[config.mk]
export PLATFORM = sky130hd
export DESIGN_NAME = quad_channel_pin_function_mux
export DESIGN_NICKNAME = d
export VERILOG_FILES = /design/src/design/cfgmem_pins.v /design/src/design/chan_mux.v /design/src/design/quad_channel_pin_function_mux.v
export VERILOG_INCLUDE_DIRS = /design/src /design/src/common
export SDC_FILE = /design/constraint.sdc
export NUM_CORES = 1
export LEC_CHECK = 0
export BUFFER_PORTS_ARGS = -buffer_cell sky130_fd_sc_hd__buf_2
export CORE_AREA = 2 2 146 148
export DETAILED_ROUTE_END_ITERATION = 12
export DIE_AREA = 0 0 148 150
export SLEW_MARGIN = 20
export SYNTH_ARGS = -nofsm -noshare
export SYNTH_HDL_FRONTEND = slang
export SYNTH_HIERARCHICAL = 1
export SYNTH_SLANG_ARGS = --single-unit
[constraint.sdc]
create_clock -name aclk -period 4.1 [get_ports aclk]
set_input_delay 0 -clock aclk [delete_from_list [all_inputs] [get_ports aclk]]
set_output_delay 0 -clock aclk [all_outputs]
set_load 0.03 [all_outputs]
[src/common/pin_mux_consts.vh]
// Constants for the quad channel pin function multiplexer
`ifndef PIN_MUX_CONSTS_VH
`define PIN_MUX_CONSTS_VH

// Register byte offsets
`define REG_MODE 8'h00
`define REG_CFG 8'h04
`define REG_STATUS 8'h08
`define REG_CFGMEM 8'h0C

// Channel function codes, two bits per channel
`define FN_UART 2'h0
`define FN_BITBANG 2'h1
`define FN_ENGINE 2'h2

// Control register fields
`define CFG_BELL_SEL 0
`define CFG_WAKE_EN 1
`define CFG_CONFIGURED 2

// Reset values
`define MODE_RESET 8'h00
`define CFG_RESET 3'h0

// Timing: configuration memory clock period
`define CFGMEM_CLK_NS 1000
`define CLK_PERIOD_NS 10
`define CFGMEM_HALF_CYC ((`CFGMEM_CLK_NS / `CLK_PERIOD_NS) / 2)

`endif

[src/design/cfgmem_pins.v]
// Configuration memory pin drivers, quiet during reset
`include "pin_mux_consts.vh"

module cfgmem_pins #(
	parameter HALF_CYC = `CFGMEM_HALF_CYC
) (
	input wire aclk,
	input wire aresetn,
	input wire run,
	input wire sel,
	input wire dout,
	input wire dout_en,
	input wire cfgmem_data_i,
	output wire cfgmem_select_o,
	output wire cfgmem_select_oe,
	output wire cfgmem_clock_o,
	output wire cfgmem_clock_oe,
	output wire cfgmem_data_o,
	output wire cfgmem_data_oe,
	output reg din_q
);

	reg [15:0] div_q;
	reg clk_q;
	reg live_q;

	always @(posedge aclk) begin
		if (!aresetn) begin
			div_q <= 16'h0000;
			clk_q <= 1'b0;
			live_q <= 1'b0;
			din_q <= 1'b0;
		end else begin
			live_q <= 1'b1;
			if (run && div_q == HALF_CYC[15:0] - 16'h0001) begin
				div_q <= 16'h0000;
				clk_q <= ~clk_q;
				// Sample on the rising clock edge of the memory
				if (!clk_q)
					din_q <= cfgmem_data_i;
			end else if (run) begin
				div_q <= div_q + 16'h0001;
			end else begin
				div_q <= 16'h0000;
				clk_q <= 1'b0;
			end
		end
	end

	// Enables fall with reset, without waiting for a clock edge
	assign cfgmem_select_o = sel;
	assign cfgmem_select_oe = live_q & aresetn;
	assign cfgmem_clock_o = clk_q;
	assign cfgmem_clock_oe = live_q & aresetn;
	assign cfgmem_data_o = dout;
	assign cfgmem_data_oe = live_q & aresetn & dout_en; // see R11

endmodule

[src/design/chan_mux.v]
// One channel's eight-line port function selector
`include "pin_mux_consts.vh"

module chan_mux #(
	parameter HAS_ENGINE = 1
) (
	input wire [1:0] fn,
	input wire bell_sel,
	input wire uart_txd,
	input wire uart_rts_n,
	input wire uart_dtr_n,
	input wire uart_line_driver_enable,
	input wire [7:0] bb_out,
	input wire [7:0] bb_oe,
	input wire eng_sck,
	input wire eng_dout,
	input wire eng_cs,
	input wire [3:0] eng_aux_out,
	input wire [3:0] eng_aux_oe,
	output reg [7:0] pin_o,
	output reg [7:0] pin_oe
);

	always @* begin
		pin_o = 8'h00;
		pin_oe = 8'h00;
		case (fn)
			`FN_BITBANG: begin
				pin_o = bb_out;
				pin_oe = bb_oe;
			end
			`FN_ENGINE: begin
				if (HAS_ENGINE != 0) begin
					pin_o = {eng_aux_out, eng_cs, 1'b0, eng_dout, eng_sck};
					pin_oe = {eng_aux_oe, 4'hB};
				end else begin
					// Channels without an engine fall back to serial
					pin_o = {uart_line_driver_enable, 2'h0, uart_dtr_n, 1'b0, uart_rts_n, 1'b0, uart_txd};
					pin_oe = {~bell_sel, 7'h15};
				end
			end
			default: begin
				// Bit 7 drives only when the bell input is not selected
				pin_o = {uart_line_driver_enable, 2'h0, uart_dtr_n, 1'b0, uart_rts_n, 1'b0, uart_txd};
				pin_oe = {~bell_sel, 7'h15}; // see R01 see R06
			end
		endcase
	end

endmodule

[src/design/quad_channel_pin_function_mux.v]
// Quad channel pin function multiplexer with AXI4-Lite control
// What this block does
// Serial mode maps transmit, receive, handshake, modem lines
// Bit-bang makes all eight lines bidirectional
// Engine mode drives clock, data, select; aux I/O
// Only channels A and B have an engine
// C and D stay independently serial or bit-bang
// Bit 7 is bell input or driver enable
// Bell low with wake enabled signals resume
// Power enable low only when configured, awake
// Suspend output low while link is suspended
// Low reset input resets the whole device
// Memory select and data tri-stated in reset
// Memory clock tri-stated in reset, else driven; here still tri-stated until the first clock edge after reset ends
// One data pin carries both memory directions
// Blank or missing memory defaults to serial
// Host setup command switches serial and bit-bang; here ignored in a cycle where a register write commits
// Input pins never driven after mode change
//
// Implementation choices: the AXI4-Lite interface to the registers and the register addresses.
`include "pin_mux_consts.vh"

module quad_channel_pin_function_mux #(
	parameter CFGMEM_HALF = `CFGMEM_HALF_CYC
) (
	input wire aclk,
	input wire aresetn,
	input wire [7:0] s_axi_awaddr,
	input wire s_axi_awvalid,
	output wire s_axi_awready,
	input wire [31:0] s_axi_wdata,
	input wire [3:0] s_axi_wstrb,
	input wire s_axi_wvalid,
	output wire s_axi_wready,
	output reg [1:0] s_axi_bresp,
	output reg s_axi_bvalid,
	input wire s_axi_bready,
	input wire [7:0] s_axi_araddr,
	input wire s_axi_arvalid,
	output wire s_axi_arready,
	output reg [31:0] s_axi_rdata,
	output reg [1:0] s_axi_rresp,
	output reg s_axi_rvalid,
	input wire s_axi_rready,
	input wire link_suspended,
	input wire cfgmem_present,
	input wire setup_valid,
	input wire [1:0] setup_chan,
	input wire setup_bitbang,
	input wire [3:0] uart_txd,
	input wire [3:0] uart_rts_n,
	input wire [3:0] uart_dtr_n,
	input wire [3:0] uart_line_driver_enable,
	output reg [3:0] uart_rxd,
	output reg [3:0] uart_cts_n,
	output reg [3:0] uart_dsr_n,
	output reg [3:0] carrier_detect_n,
	output reg [3:0] bell_wake_n,
	input wire [31:0] bb_out,
	input wire [31:0] bb_oe,
	output reg [31:0] bb_in,
	input wire [1:0] eng_sck,
	input wire [1:0] eng_dout,
	input wire [1:0] eng_cs,
	input wire [7:0] engine_aux_out,
	input wire [7:0] engine_aux_oe,
	output reg [1:0] eng_din,
	output reg [7:0] engine_aux_in,
	input wire [7:0] port_a_lines_i,
	output wire [7:0] port_a_lines_o,
	output wire [7:0] port_a_lines_oe,
	input wire [7:0] port_b_lines_i,
	output wire [7:0] port_b_lines_o,
	output wire [7:0] port_b_lines_oe,
	input wire [7:0] port_c_lines_i,
	output wire [7:0] port_c_lines_o,
	output wire [7:0] port_c_lines_oe,
	input wire [7:0] port_d_lines_i,
	output wire [7:0] port_d_lines_o,
	output wire [7:0] port_d_lines_oe,
	output reg resume_req,
	output reg power_enable_n,
	output reg suspend_n,
	input wire cfgmem_data_i,
	output wire cfgmem_select_o,
	output wire cfgmem_select_oe,
	output wire cfgmem_clock_o,
	output wire cfgmem_clock_oe,
	output wire cfgmem_data_o,
	output wire cfgmem_data_oe
);

	reg [7:0] mode_q;
	reg [2:0] cfg_q;
	reg [2:0] mem_q;
	reg aw_q;
	reg w_q;
	reg [7:0] awaddr_q;
	reg [31:0] wdata_q;
	reg [3:0] wstrb_q;
	wire mem_din;
	wire [31:0] all_in;
	wire [31:0] all_o;
	wire [31:0] all_oe;
	integer i;
	wire bell_low;

	// Channel function with engine only legal on A and B
	function [1:0] legal_fn;
		input [1:0] f;
		input has_engine;
		begin
			if (f == `FN_ENGINE && !has_engine)
				legal_fn = `FN_UART;
			else if (f == 2'h3)
				legal_fn = `FN_UART;
			else
				legal_fn = f;
		end
	endfunction

	// Bell input only exists while the channel runs as a serial port
	function bell_live;
		input [1:0] f;
		input sel;
		begin
			bell_live = sel && (f == `FN_UART);
		end
	endfunction

	// Channel A occupies the low byte of every 32-bit pin vector
	assign all_in = {port_d_lines_i, port_c_lines_i, port_b_lines_i, port_a_lines_i};

	// Engine-capable muxes only on A and B
	genvar g;
	generate
		for (g = 0; g < 4; g = g + 1) begin : ch
			chan_mux #(
				.HAS_ENGINE(g < 2 ? 1 : 0)
			) u_mux (
				.fn(mode_q[2*g+1:2*g]),
				.bell_sel(cfg_q[`CFG_BELL_SEL]),
				.uart_txd(uart_txd[g]),
				.uart_rts_n(uart_rts_n[g]),
				.uart_dtr_n(uart_dtr_n[g]),
				.uart_line_driver_enable(uart_line_driver_enable[g]),
				.bb_out(bb_out[8*g+7:8*g]),
				.bb_oe(bb_oe[8*g+7:8*g]),
				.eng_sck(g < 2 ? eng_sck[g % 2] : 1'b0),
				.eng_dout(g < 2 ? eng_dout[g % 2] : 1'b0),
				.eng_cs(g < 2 ? eng_cs[g % 2] : 1'b0),
				.eng_aux_out(g < 2 ? engine_aux_out[4*(g%2)+3:4*(g%2)] : 4'h0),
				.eng_aux_oe(g < 2 ? engine_aux_oe[4*(g%2)+3:4*(g%2)] : 4'h0),
				.pin_o(all_o[8*g+7:8*g]),
				.pin_oe(all_oe[8*g+7:8*g])
			);
		end
	endgenerate

	// Split the flat vectors back into the four published ports
	assign port_a_lines_o = all_o[7:0];
	assign port_a_lines_oe = all_oe[7:0];
	assign port_b_lines_o = all_o[15:8];
	assign port_b_lines_oe = all_oe[15:8];
	assign port_c_lines_o = all_o[23:16];
	assign port_c_lines_oe = all_oe[23:16];
	assign port_d_lines_o = all_o[31:24];
	assign port_d_lines_oe = all_oe[31:24];

	// Input routing; sinks follow their pins in every mode, only bell_wake_n is held high when not live
	always @* begin
		bb_in = all_in;
		for (i = 0; i < 4; i = i + 1) begin
			uart_rxd[i] = all_in[8*i+1];
			uart_cts_n[i] = all_in[8*i+3];
			uart_dsr_n[i] = all_in[8*i+5];
			carrier_detect_n[i] = all_in[8*i+6];
			// Bit 7 of a bit-bang or engine port is data, never a wake source
			bell_wake_n[i] = bell_live(mode_q[2*i +: 2], cfg_q[`CFG_BELL_SEL])
				? all_in[8*i+7] : 1'b1;
		end
		// Engine A sits on port A, engine B on port B
		eng_din[0] = all_in[2];
		eng_din[1] = all_in[10];
		engine_aux_in[3:0] = all_in[7:4];
		engine_aux_in[7:4] = all_in[15:12];
	end

	// Select doubles as the data drive enable, so the data line
	// is only driven while the memory is being addressed
	cfgmem_pins #(
		.HALF_CYC(CFGMEM_HALF)
	) u_mem (
		.aclk(aclk),
		.aresetn(aresetn),
		.run(mem_q[0]),
		.sel(mem_q[1]),
		.dout(mem_q[2]),
		.dout_en(mem_q[1]),
		.cfgmem_data_i(cfgmem_data_i),
		.cfgmem_select_o(cfgmem_select_o),
		.cfgmem_select_oe(cfgmem_select_oe),
		.cfgmem_clock_o(cfgmem_clock_o),
		.cfgmem_clock_oe(cfgmem_clock_oe),
		.cfgmem_data_o(cfgmem_data_o),
		.cfgmem_data_oe(cfgmem_data_oe),
		.din_q(mem_din)
	);

	// Any live bell input held low asks for a wake
	assign bell_low = (bell_wake_n != 4'hF);

	// Write channel: address and data taken in either order
	assign s_axi_awready = !aw_q && !s_axi_bvalid;
	assign s_axi_wready = !w_q && !s_axi_bvalid;
	assign s_axi_arready = !s_axi_rvalid;

	always @(posedge aclk) begin
		if (!aresetn) begin
			mode_q <= `MODE_RESET;
			cfg_q <= `CFG_RESET;
			mem_q <= 3'h0;
			aw_q <= 1'b0;
			w_q <= 1'b0;
			awaddr_q <= 8'h00;
			wdata_q <= 32'h00000000;
			wstrb_q <= 4'h0;
			s_axi_bvalid <= 1'b0;
			s_axi_bresp <= 2'h0;
			s_axi_rvalid <= 1'b0;
			s_axi_rresp <= 2'h0;
			s_axi_rdata <= 32'h00000000;
			power_enable_n <= 1'b1;
			suspend_n <= 1'b1;
			resume_req <= 1'b0;
		end else begin
			if (s_axi_awvalid && s_axi_awready) begin
				aw_q <= 1'b1;
				awaddr_q <= s_axi_awaddr;
			end
			if (s_axi_wvalid && s_axi_wready) begin
				w_q <= 1'b1;
				wdata_q <= s_axi_wdata;
				wstrb_q <= s_axi_wstrb;
			end
			// Both halves held: commit and raise the answer on this same edge
			if (aw_q && w_q) begin
				aw_q <= 1'b0;
				w_q <= 1'b0;
				s_axi_bvalid <= 1'b1;
				s_axi_bresp <= 2'h0;
				case ({awaddr_q[7:2], 2'b00})
					`REG_MODE: begin
						if (wstrb_q[0]) begin
							// Each channel checked alone, see R04
							mode_q[1:0] <= legal_fn(wdata_q[1:0], 1'b1);
							mode_q[3:2] <= legal_fn(wdata_q[3:2], 1'b1);
							mode_q[5:4] <= legal_fn(wdata_q[5:4], 1'b0);
							mode_q[7:6] <= legal_fn(wdata_q[7:6], 1'b0);
						end
					end
					`REG_CFG: begin
						if (wstrb_q[0])
							cfg_q <= wdata_q[2:0];
					end
					`REG_CFGMEM: begin
						if (wstrb_q[0])
							mem_q <= wdata_q[2:0];
					end
					`REG_STATUS: begin
					end
					default: s_axi_bresp <= 2'h2;
				endcase
			end else if (setup_valid) begin
				// Host setup command sets serial or bit-bang from setup_bitbang
				mode_q[2*setup_chan +: 2] <= setup_bitbang ? `FN_BITBANG : `FN_UART;
			end
			if (s_axi_bvalid && s_axi_bready)
				s_axi_bvalid <= 1'b0;
			// Read data is registered; arready drops while an answer is pending
			if (s_axi_arvalid && s_axi_arready) begin
				s_axi_rvalid <= 1'b1;
				s_axi_rresp <= 2'h0;
				case ({s_axi_araddr[7:2], 2'b00})
					`REG_MODE: s_axi_rdata <= {24'h000000, mode_q};
					`REG_CFG: s_axi_rdata <= {29'h00000000, cfg_q};
					`REG_CFGMEM: s_axi_rdata <= {28'h0000000, mem_din, mem_q};
					`REG_STATUS: s_axi_rdata <= {27'h0000000, cfgmem_present,
						resume_req, power_enable_n, suspend_n, link_suspended};
					default: begin
						s_axi_rdata <= 32'h00000000;
						s_axi_rresp <= 2'h2;
					end
				endcase
			end else if (s_axi_rvalid && s_axi_rready) begin
				s_axi_rvalid <= 1'b0;
			end
			// Status outputs follow the link one cycle late
			suspend_n <= !link_suspended;
			power_enable_n <= link_suspended || !cfg_q[`CFG_CONFIGURED];
			// Only serial channels with the bell input selected may wake the host
			resume_req <= link_suspended && cfg_q[`CFG_WAKE_EN] && bell_low;
		end
	end

endmodule

==> results of run 1 <==
==> kinds of logic after synthesis <==
family / synth area share
flops: 0.2864
fa+ha+maj: 0.03580
xor+xnor: 0.02892
mux: 0.07216
other cells: 0.0008254
compound gates: 0.1187
simple gates: 0.2627
buf+inv: 0.1944
==> worst max-delay path by stage <==
stage	end	slack, ns
finish	mode_q[3]$_SDFFE_PN0P_	2.03
global route	port_b_lines_o[2]	1.82
CTS	port_b_lines_o[7]	1.95
detailed placement	mode_q[3]$_SDFFE_PN0P_	2.05
global placement	mode_q[3]$_SDFFE_PN0P_	2.07
floorplan	mode_q[3]$_SDFFE_PN0P_	2.14
==> final cells by class <==
type,instances,share of cell area
multi-input cells,367,0.4196
repair buffers,260,0.2411
flip-flops and latches,65,0.2227
well taps,275,0.05887
clock buffers,9,0.03854
clock inverters,6,0.01177
inverters,11,0.007065
diodes,1,0.0004282
==> metal layers <==
metal,global-route usage,vias up,part of all wire
li1,-,2087,-
met1,0.1705,1906,0.43
met2,0.2273,168,0.49
met3,0.02866,26,0.061
met4,0.03714,2,0.016
met5,0,-,0.00076
==> state kept, by name, indices dropped and copies added, names as in the netlist <==
name,flops
aw_q,1
awaddr_q,6
cfg_q,3
mem_q,3
mode_q,8
power_enable_n,1
resume_req,1
s_axi_bresp,1
s_axi_bvalid,1
s_axi_rdata,8
s_axi_rresp,1
s_axi_rvalid,1
suspend_n,1
u_mem/cfgmem_clock_o,1
u_mem/din_q,1
u_mem/div_q,16
u_mem/live_q,1
w_q,1
wdata_q,8
wstrb_q,1
==> report_power, final <==
part | total [mW] | internal, mW | switching, mW
logic | 0.284 | 0.117 | 0.166
clock network | 0.760 | 0.470 | 0.290
registers | 0.663 | 0.649 | 0.0146
==> what timing repair did <==
item,in CTS,in global routing
hold buffers,21,0
endpoints found under the hold margin,21,0
setup buffers,0,0
==> cell usage after synthesis, drive strengths merged, types with 4 or more instances <==
library cell / count
nor3b: 5
mux2i: 14
nor2: 45
a21boi: 10
buf: 102
nand4: 6
dfxtp: 65
and2: 20
nor2b: 14
inv: 11
nand2: 57
a21oi: 7
xnor2: 14
or4b: 4
a22oi: 22
or4: 5
and3: 5
clkbuf: 12
nand3: 15
nand2b: 9
mux2: 8
o21ai: 24
ha: 13
nor4: 10
==> stage by stage <==
stage	setup WS, ns	power, mW	std cells	instance area [um^2]
2_1_floorplan	2.140	0.9514	557	4637
3_3_place_gp	2.066	0.9428	957	5338
3_5_place_dp	2.054	0.9446	957	5338
4_1_cts	1.949	1.724	993	5842
5_1_grt	1.824	1.780	994	5844
6_report	2.028	1.707	994	5844
==> results.cfg, run 1 <==
[layout]
fin_nets = 927
drive_above_1_share = 0.4011
layout.area.seq_um2 = 1301
layout_commonest_cell = sky130_fd_sc_hd__buf_2
area_taken_by_multi_input_logic_gates_um2 = 2452
syn2layout_area_growth_pct = 28.64
layout.cells.most_common_list = sky130_fd_sc_hd__buf_2 (238), sky130_fd_sc_hd__dfxtp_1 (65), sky130_fd_sc_hd__nand2_1 (57), sky130_fd_sc_hd__nor2_1 (45), sky130_fd_sc_hd__conb_1 (26)
fill_cells = 2268
layout_utilization = 0.2825

[setup_path]
setup.worst_path.class = reg -> reg
critical_path.top_delay_family = simple AND/OR/NAND/NOR gates
cp.arrival_ns = 2.33
endpoint_kind = flip-flop
crit_fanout = 4
setup.worst_path.start = awaddr_q[6]$_SDFFE_PN0P_
regToRegEndpoint = mode_q[3]$_SDFFE_PN0P_
cp_peak_stage_delay_ns = 0.56
start_kind = flip-flop
cp.depth = 4
critPathBufInv = 0
reg2reg_slack_ns = 2.03
slowest_stage = sky130_fd_sc_hd__or4_4
crit_path_frequent_cell = sky130_fd_sc_hd__or4_4
required_ns = 4.36
cell_depth_of_the_worst_flop_to_flop_path = 4
crit_path_cell_trace = or4_4, or4_4, or4_1, o21ai_0
reg2reg_from = awaddr_q[6]$_SDFFE_PN0P_

[synthesis]
mappedNetlistArea_um2 = 4543
post_synth.cell_area_avg_um2 = 8.540
synth_edf_count = 0
synth_cell_type_count = 55
synth_largest_type_area_fraction = 0.2864
top_cells_by_area_synth = sky130_fd_sc_hd__dfxtp_1 (29%), sky130_fd_sc_hd__buf_4 (15%), sky130_fd_sc_hd__nand2_1 (4.7%), sky130_fd_sc_hd__nor2_1 (3.7%), sky130_fd_sc_hd__a22oi_1 (3.6%)
synthDominantAreaCellType = sky130_fd_sc_hd__dfxtp_1
synth_seq_area_share = 0.2864
ys_seq_elements = 65
postSynth.topFlopCell = sky130_fd_sc_hd__dfxtp_1
synthesis.instances = 532
synthesis_warnings = 6
async_reset_ff_frac = 0

[drt]
wirelength_mm = 15.70
drtIter0Drc = 150
via_per_inst = 4.214
routed-via-count = 4189
wl_per_cell_um = 15.79
drtAntennaViolNets = 0
drt_pass1_iterations = 4
drc = 0

[global_routing]
globalRouteTotalUtil = 0.1335
via_count_of_the_first_global_routing_pass = 3921
grt_antenna_before_repair = 3
largest_net_degree_at_the_start_of_global_routing = 53
aggregate_global_routing_overflow = 0
grt_first_pass_wirelength_mm = 22.66

[run_status]
run_status = finished clean

[clock_tree]
clock-sinks = 65
cts-resized-gates = 0
clk_transition_reported_paths_ns = 0.06
htree_num_levels = 3
cts_made_buffers = 9
cts_root_buf = sky130_fd_sc_hd__clkbuf_16
worstSkewPairLatency_ns = 0.33
max-clock-path-buffers = 2
tritoncts = yes

[timing]
fin_setup_tns_ns = 0
relSlewSlack = 0.5075
tightestPinTransition_ns = 0.7388
max_freq_mhz = 482.7
timing.clock.skew_ns = 0.007224
timing.final.crit_period_ns = 2.072
timing.final.setup_violations = 0
rsz0062_at_grt = no
drv_slew = 0
layout_worst_path_cycle_share = 0.5053
worst_hold_slack_ns = 0.00002136
final_hold_viol_count = 0

[power]
pwr_density_cell_nw_per_um2 = 292.0
power.ir.vdd_worst_mv = 0.2141
static-leakage-power_nw = 2.568

[floorplan]
chipHeight_um = 150
fp.dieW_um = 148
fp-row-count = 53
design.core.area_um2 = 20690
initial_core_util = 0.2196
dieArea_um2 = 22200
top_level_ports = 376

[min_path]
origin_of_the_worst_min_delay_path = port_b_lines_i[6]
worstHoldPathType = in -> out
worstHoldPathCells = 0
worstHoldEndpoint = engine_aux_in[6]

[run]
timing.max_cap.violations = 0

[placement]
gp_congestion = 0.7648
dp_hpwl_mm = 12.53
port-buffer-count = 238
Note: power is estimated with default switching activity, not from simulation.
==> inputs of run 2 (changes only) <==
- clock period: 4.1 -> 1.8 ns (I/O delays scaled with it)
==> run 2 against run 1 <==
  * Via count increased by 4.0%
  * Register-to-register slack got worse by 2.1 ns
  * Cell count increased by 2.2%
  * Combinational power increased by 140%
  * Power increased by 150%
  * Non-clock buffer count increased by 22
  * Sequential power increased by 130%
  * Die area unchanged
  * The flow now finishes with violations (negative setup slack)
==> results.cfg, run 2 (synthesis results as in run 1) <==
[run_status]
run_status = finished, violations left
failing_checks = negative setup slack

[floorplan]
design.core.area_um2 = 20690
fp.dieW_um = 148
dieArea_um2 = 22200
initial_core_util = 0.2196
fp-row-count = 53
chipHeight_um = 150
top_level_ports = 376

[drt]
drtAntennaViolNets = 0
drt_pass1_iterations = 4
via_per_inst = 4.287
routed-via-count = 4356
drtIter0Drc = 158
drc = 0
wirelength_mm = 17.55
wl_per_cell_um = 17.27

[layout]
largest_register_ffs = 16
layout.cells.most_common_list = sky130_fd_sc_hd__buf_2 (234), sky130_fd_sc_hd__dfxtp_1 (60), sky130_fd_sc_hd__nand2_1 (55), sky130_fd_sc_hd__nor2_1 (45), sky130_fd_sc_hd__conb_1 (26)
top_register = u_mem/div_q
drive_above_1_share = 0.4467
fin_nets = 949
layout_utilization = 0.3006
diodes = 0
syn2layout_area_growth_pct = 36.90
layout_commonest_cell = sky130_fd_sc_hd__buf_2

[timing]
final_hold_viol_count = 0
timing.final.crit_period_ns = 1.844
tightestPinTransition_ns = 0.5309
rsz0062_at_grt = yes
fin_setup_tns_ns = -0.04403
finalWorstSetupSlack_ns = -0.04403
drv_slew = 0
timing.final.setup_violations = 1
relSlewSlack = 0.6412
max_freq_mhz = 542.3
layout_worst_path_cycle_share = 1.024
timing.clock.skew_ns = 0.003797

[global_routing]
grt_first_pass_wirelength_mm = 25.14
via_count_of_the_first_global_routing_pass = 4202
largest_net_degree_at_the_start_of_global_routing = 38
grt_antenna_before_repair = 2
aggregate_global_routing_overflow = 0
globalRouteTotalUtil = 0.1519

[clock_tree]
tritoncts = yes
clk_transition_reported_paths_ns = 0.06
cts_made_buffers = 9
max-clock-path-buffers = 2
clock-sinks = 65
htree_num_levels = 3
cts_root_buf = sky130_fd_sc_hd__clkbuf_16
worstSkewPairLatency_ns = 0.33

[power]
static-leakage-power_nw = 2.726
pwr_density_cell_nw_per_um2 = 683.4
power.ir.vdd_worst_mv = 0.4974
design_power_total_mw = 4.251

[setup_path]
cp.arrival_ns = 2.11
crit_path_cell_trace = or4_4, or4_4, or4_1, o21ai_1
critPathBufInv = 0
critical_path.top_delay_family = simple AND/OR/NAND/NOR gates
crit_fanout = 3
crit_path_frequent_cell = sky130_fd_sc_hd__or4_4
required_ns = 2.07
slowest_stage = sky130_fd_sc_hd__or4_4
start_kind = flip-flop
setup.worst_path.class = reg -> reg
cp_peak_stage_delay_ns = 0.53
endpoint_kind = flip-flop

[placement]
port-buffer-count = 238
dp_hpwl_mm = 14.40
gp_congestion = 0.7574

[run]
timing.max_cap.violations = 0

[min_path]
worstHoldPathType = in -> out
run 2: worst reg2reg max path, stage by stage (launching register included):
cell and delay, ns:
sky130_fd_sc_hd__dfxtp_2 0.32, sky130_fd_sc_hd__or4_4 0.53, sky130_fd_sc_hd__or4_4 0.44, sky130_fd_sc_hd__or4_1 0.41, sky130_fd_sc_hd__o21ai_1 0.08
run 2: per-layer routing:
metal | global-route usage | up-vias | routed length [um]
li1 | - | 2130 | -
met1 | 0.1699 | 2005 | 6825
met2 | 0.2701 | 188 | 8771
met3 | 0.04970 | 29 | 1442
met4 | 0.05381 | 4 | 485
met5 | 0 | - | 22
run 2: report_power, final:
part	total, mW	leakage [nW]	internal [mW]	switching, mW
combinational	0.685	2.03	0.294	0.391
clock	2.05	0.165	1.39	0.661
sequential	1.51	0.530	1.48	0.0328
run 2: per-stage QoR:
step	setup slack (ns)	hold WS, ns	std cells	instance area [um^2]
5_1_grt	-0.09081	0.00009838	1016	6220
3_5_place_dp	-0.05308	0.0002225	975	5485
2_1_floorplan	0.005136	0.02772	557	4637
6_report	-0.04403	0.00001639	1016	6220
4_1_cts	-0.04761	0.0002225	1014	6161
3_3_place_gp	-0.02018	0.0002225	975	5485
run 2: timing repair:
action	4_1_cts	5_1_grt
endpoints found under the setup margin	37	38
hold buffers	20	0
gates resized for setup	19	10
pin swaps	1	0
buffers inserted	3	2
endpoints found under the hold margin	21	0
run 2: cell type report:
type,instances,area [um^2]
Multi-Input combinational cell,367,2547
Inverter,11,41.29
Timing Repair Buffer,282,1627
Clock buffer,10,239.0
Clock inverter,6,113.9
Tap cell,275,344.1
Fill cell,2293,14470
Sequential cell,65,1308
run 2: path summary, 6_finish.rpt:
| kind | start | to | slack [ns] | cells after the start |
|---|---|---|---|---|
| min reg2reg | cfg_q[2]$_SDFFE_PN0P_ | power_enable_n$_SDFF_PN1_ | 0.44 | 1 |
| min | port_a_lines_i[4] | bb_in[4] | 0.00002 | 0 |
| max | awaddr_q[6]$_SDFFE_PN0P_ | mode_q[3]$_SDFFE_PN0P_ | -0.04 | 4 |
| max reg2reg | awaddr_q[6]$_SDFFE_PN0P_ | mode_q[3]$_SDFFE_PN0P_ | -0.04 | 4 |
==> inputs of run 3 (changes only) <==
- PLACE_DENSITY: default -> 0.54
==> run 3 against run 2 <==
  * The flow still finishes with violations (negative setup slack)
  * Utilization down 0.36 points
  * Wire length shrank 5.3%
  * Critical path depth is the same
  * Sequential power about the same
  * Critical endpoint unchanged
==> results.cfg, run 3 (synthesis results as in run 1) <==
[placement]
dp_hpwl_mm = 13.93
port-buffer-count = 238
gp_congestion = 0.7631
place_ws_ns = -0.05084
placed_cells = 980

[timing]
drv_slew = 0
final_hold_viol_count = 0
layout_worst_path_cycle_share = 1.027
rsz0062_at_grt = yes
timing.clock.skew_ns = 0.007511
timing.final.setup_violations = 1
timing.final.crit_period_ns = 1.848
finalWorstSetupSlack_ns = -0.04770
tightestPinTransition_ns = 0.5155
max_freq_mhz = 541.2
relSlewSlack = 0.6517
worst_hold_slack_ns = 0.00001784

[layout]
top_register = u_mem/div_q
layout.cells.most_common_list = sky130_fd_sc_hd__buf_2 (238), sky130_fd_sc_hd__dfxtp_1 (62), sky130_fd_sc_hd__nand2_1 (56), sky130_fd_sc_hd__nor2_1 (45), sky130_fd_sc_hd__buf_4 (27)
drive_above_1_share = 0.4416
largest_register_ffs = 16
post_layout_nonfiller_instances = 1022
syn2layout_area_growth_pct = 35.25
layout_commonest_cell = sky130_fd_sc_hd__buf_2
fin_nets = 954
fill_cells = 2276

[drt]
via_per_inst = 4.176
drtIter0Drc = 134
drc = 0
drtAntennaViolNets = 0
drt_pass1_iterations = 5
routed-via-count = 4268
wl_per_cell_um = 16.26
wirelength_mm = 16.62

[global_routing]
via_count_of_the_first_global_routing_pass = 4009
globalRouteTotalUtil = 0.1416
aggregate_global_routing_overflow = 0
grt_first_pass_wirelength_mm = 23.65
largest_net_degree_at_the_start_of_global_routing = 21
grt_antenna_before_repair = 2

[setup_path]
crit_path_frequent_cell = sky130_fd_sc_hd__or4_4
critical_path.top_delay_family = simple AND/OR/NAND/NOR gates
cp_peak_stage_delay_ns = 0.53
regToRegEndpoint = mode_q[3]$_SDFFE_PN0P_
cell_depth_of_the_worst_flop_to_flop_path = 4
setup.worst_path.start = awaddr_q[6]$_SDFFE_PN0P_
start_kind = flip-flop
setup.worst_path.class = reg -> reg
slowest_stage = sky130_fd_sc_hd__or4_4
critPathBufInv = 0
endpoint_kind = flip-flop
reg2reg_from = awaddr_q[6]$_SDFFE_PN0P_
cp.arrival_ns = 2.11
required_ns = 2.06
crit_fanout = 3
reg2reg_slack_ns = -0.05
crit_path_cell_trace = or4_4, or4_4, or4_4, o21ai_2

[clock_tree]
clock-sinks = 65
worstSkewPairLatency_ns = 0.33
cts_root_buf = sky130_fd_sc_hd__clkbuf_16
tritoncts = yes
cts_made_buffers = 9
htree_num_levels = 3
max-clock-path-buffers = 2
clk_transition_reported_paths_ns = 0.05

[run_status]
run_status = finished, violations left
failing_checks = negative setup slack

[power]
static-leakage-power_nw = 2.729
pwr_density_cell_nw_per_um2 = 636.3
power.ir.vdd_worst_mv = 0.4094

[min_path]
worstHoldPathType = in -> out
worstHoldEndpoint = carrier_detect_n[1]
origin_of_the_worst_min_delay_path = port_b_lines_i[6]
worstHoldPathCells = 0

[floorplan]
fp.dieW_um = 148
fp-row-count = 53
design.core.area_um2 = 20690
chipHeight_um = 150
top_level_ports = 376
initial_core_util = 0.2196
dieArea_um2 = 22200

[run]
timing.max_cap.violations = 0
-- run 3: cell count changes in the layout (fill, tap and decap cells not counted), moves of 2 or more --
cell / before / now
sky130_fd_sc_hd__a22oi_2: 6 / 3
sky130_fd_sc_hd__dfxtp_1: 60 / 62
sky130_fd_sc_hd__buf_2: 234 / 238
sky130_fd_sc_hd__a22oi_1: 16 / 19
sky130_fd_sc_hd__clkinvlp_4: 2 / 0
sky130_fd_sc_hd__buf_4: 24 / 27
sky130_fd_sc_hd__bufinv_16: 3 / 1
sky130_fd_sc_hd__dfxtp_2: 5 / 3
sky130_fd_sc_hd__nand2_2: 2 / 0
sky130_fd_sc_hd__clkinv_2: 0 / 2
sky130_fd_sc_hd__diode_2: 0 / 2
-- run 3: worst max-delay path by stage --
| stage | endpoint | slack [ns] | cells past startpoint |
|---|---|---|---|
| 2_1_floorplan | awaddr_q[2]$_SDFFE_PN0P_ | 0.005 | 5 |
| 3_3_place_gp | mode_q[3]$_SDFFE_PN0P_ | -0.04 | 4 |
| 3_5_place_dp | mode_q[3]$_SDFFE_PN0P_ | -0.05 | 4 |
| 4_1_cts | mode_q[3]$_SDFFE_PN0P_ | -0.06 | 4 |
| 5_1_grt | mode_q[3]$_SDFFE_PN0P_ | -0.12 | 4 |
| 6_report | mode_q[3]$_SDFFE_PN0P_ | -0.05 | 4 |
-- run 3: area by class of cell --
cell class | count | area (um^2) | area share
multi-input combinational | 367 | 2519 | 0.4099
tap | 275 | 344.1 | 0.05600
timing repair buffer | 287 | 1634 | 0.2659
clock inverter | 3 | 40.04 | 0.006516
sequential | 65 | 1305 | 0.2124
inverter | 11 | 41.29 | 0.006720
antenna | 2 | 5.005 | 0.0008145
clock buffer | 12 | 256.5 | 0.04174
-- run 3: what timing repair did --
item                       in CTS  in global routing
hold buffers                   20                  0
resized for setup               9                  8
setup endpoints to repair      27                 13
setup buffers                   2                  3
hold endpoints to repair       20                  0
-- run 3: layer usage --
metal | vias up | GRT usage | wire length, um
met5 | - | 0 | 0
met4 | 0 | 0.03571 | 215
met3 | 20 | 0.04238 | 1206
met2 | 169 | 0.2544 | 8432
met1 | 1942 | 0.1644 | 6763
li1 | 2137 | - | -
-- run 3: power breakdown --
group	internal [mW]	switching [mW]
clock network	1.13	0.591
registers	1.48	0.0317
logic	0.288	0.385
-- run 3: through the flow --
| step | cell area [um^2] | util | total power [mW] | TNS [ns] |
|---|---|---|---|---|
| finish | 6145 | 0.2970 | 3.910 | -0.04770 |
| detailed placement | 5523 | 0.2669 | 2.178 | -0.05084 |
| floorplan | 4637 | - | 2.167 | 0 |
| global route | 6140 | 0.2967 | 4.096 | -0.3406 |
| global placement | 5523 | 0.2669 | 2.177 | -0.03795 |
| CTS | 6076 | 0.2937 | 3.962 | -0.07987 |
-- run 3: worst reg2reg max path, cell delays in order, from the launching register on --
cell and delay (ns):
sky130_fd_sc_hd__dfxtp_2 0.31, sky130_fd_sc_hd__or4_4 0.53, sky130_fd_sc_hd__or4_4 0.45, sky130_fd_sc_hd__or4_4 0.43
sky130_fd_sc_hd__o21ai_2 0.06
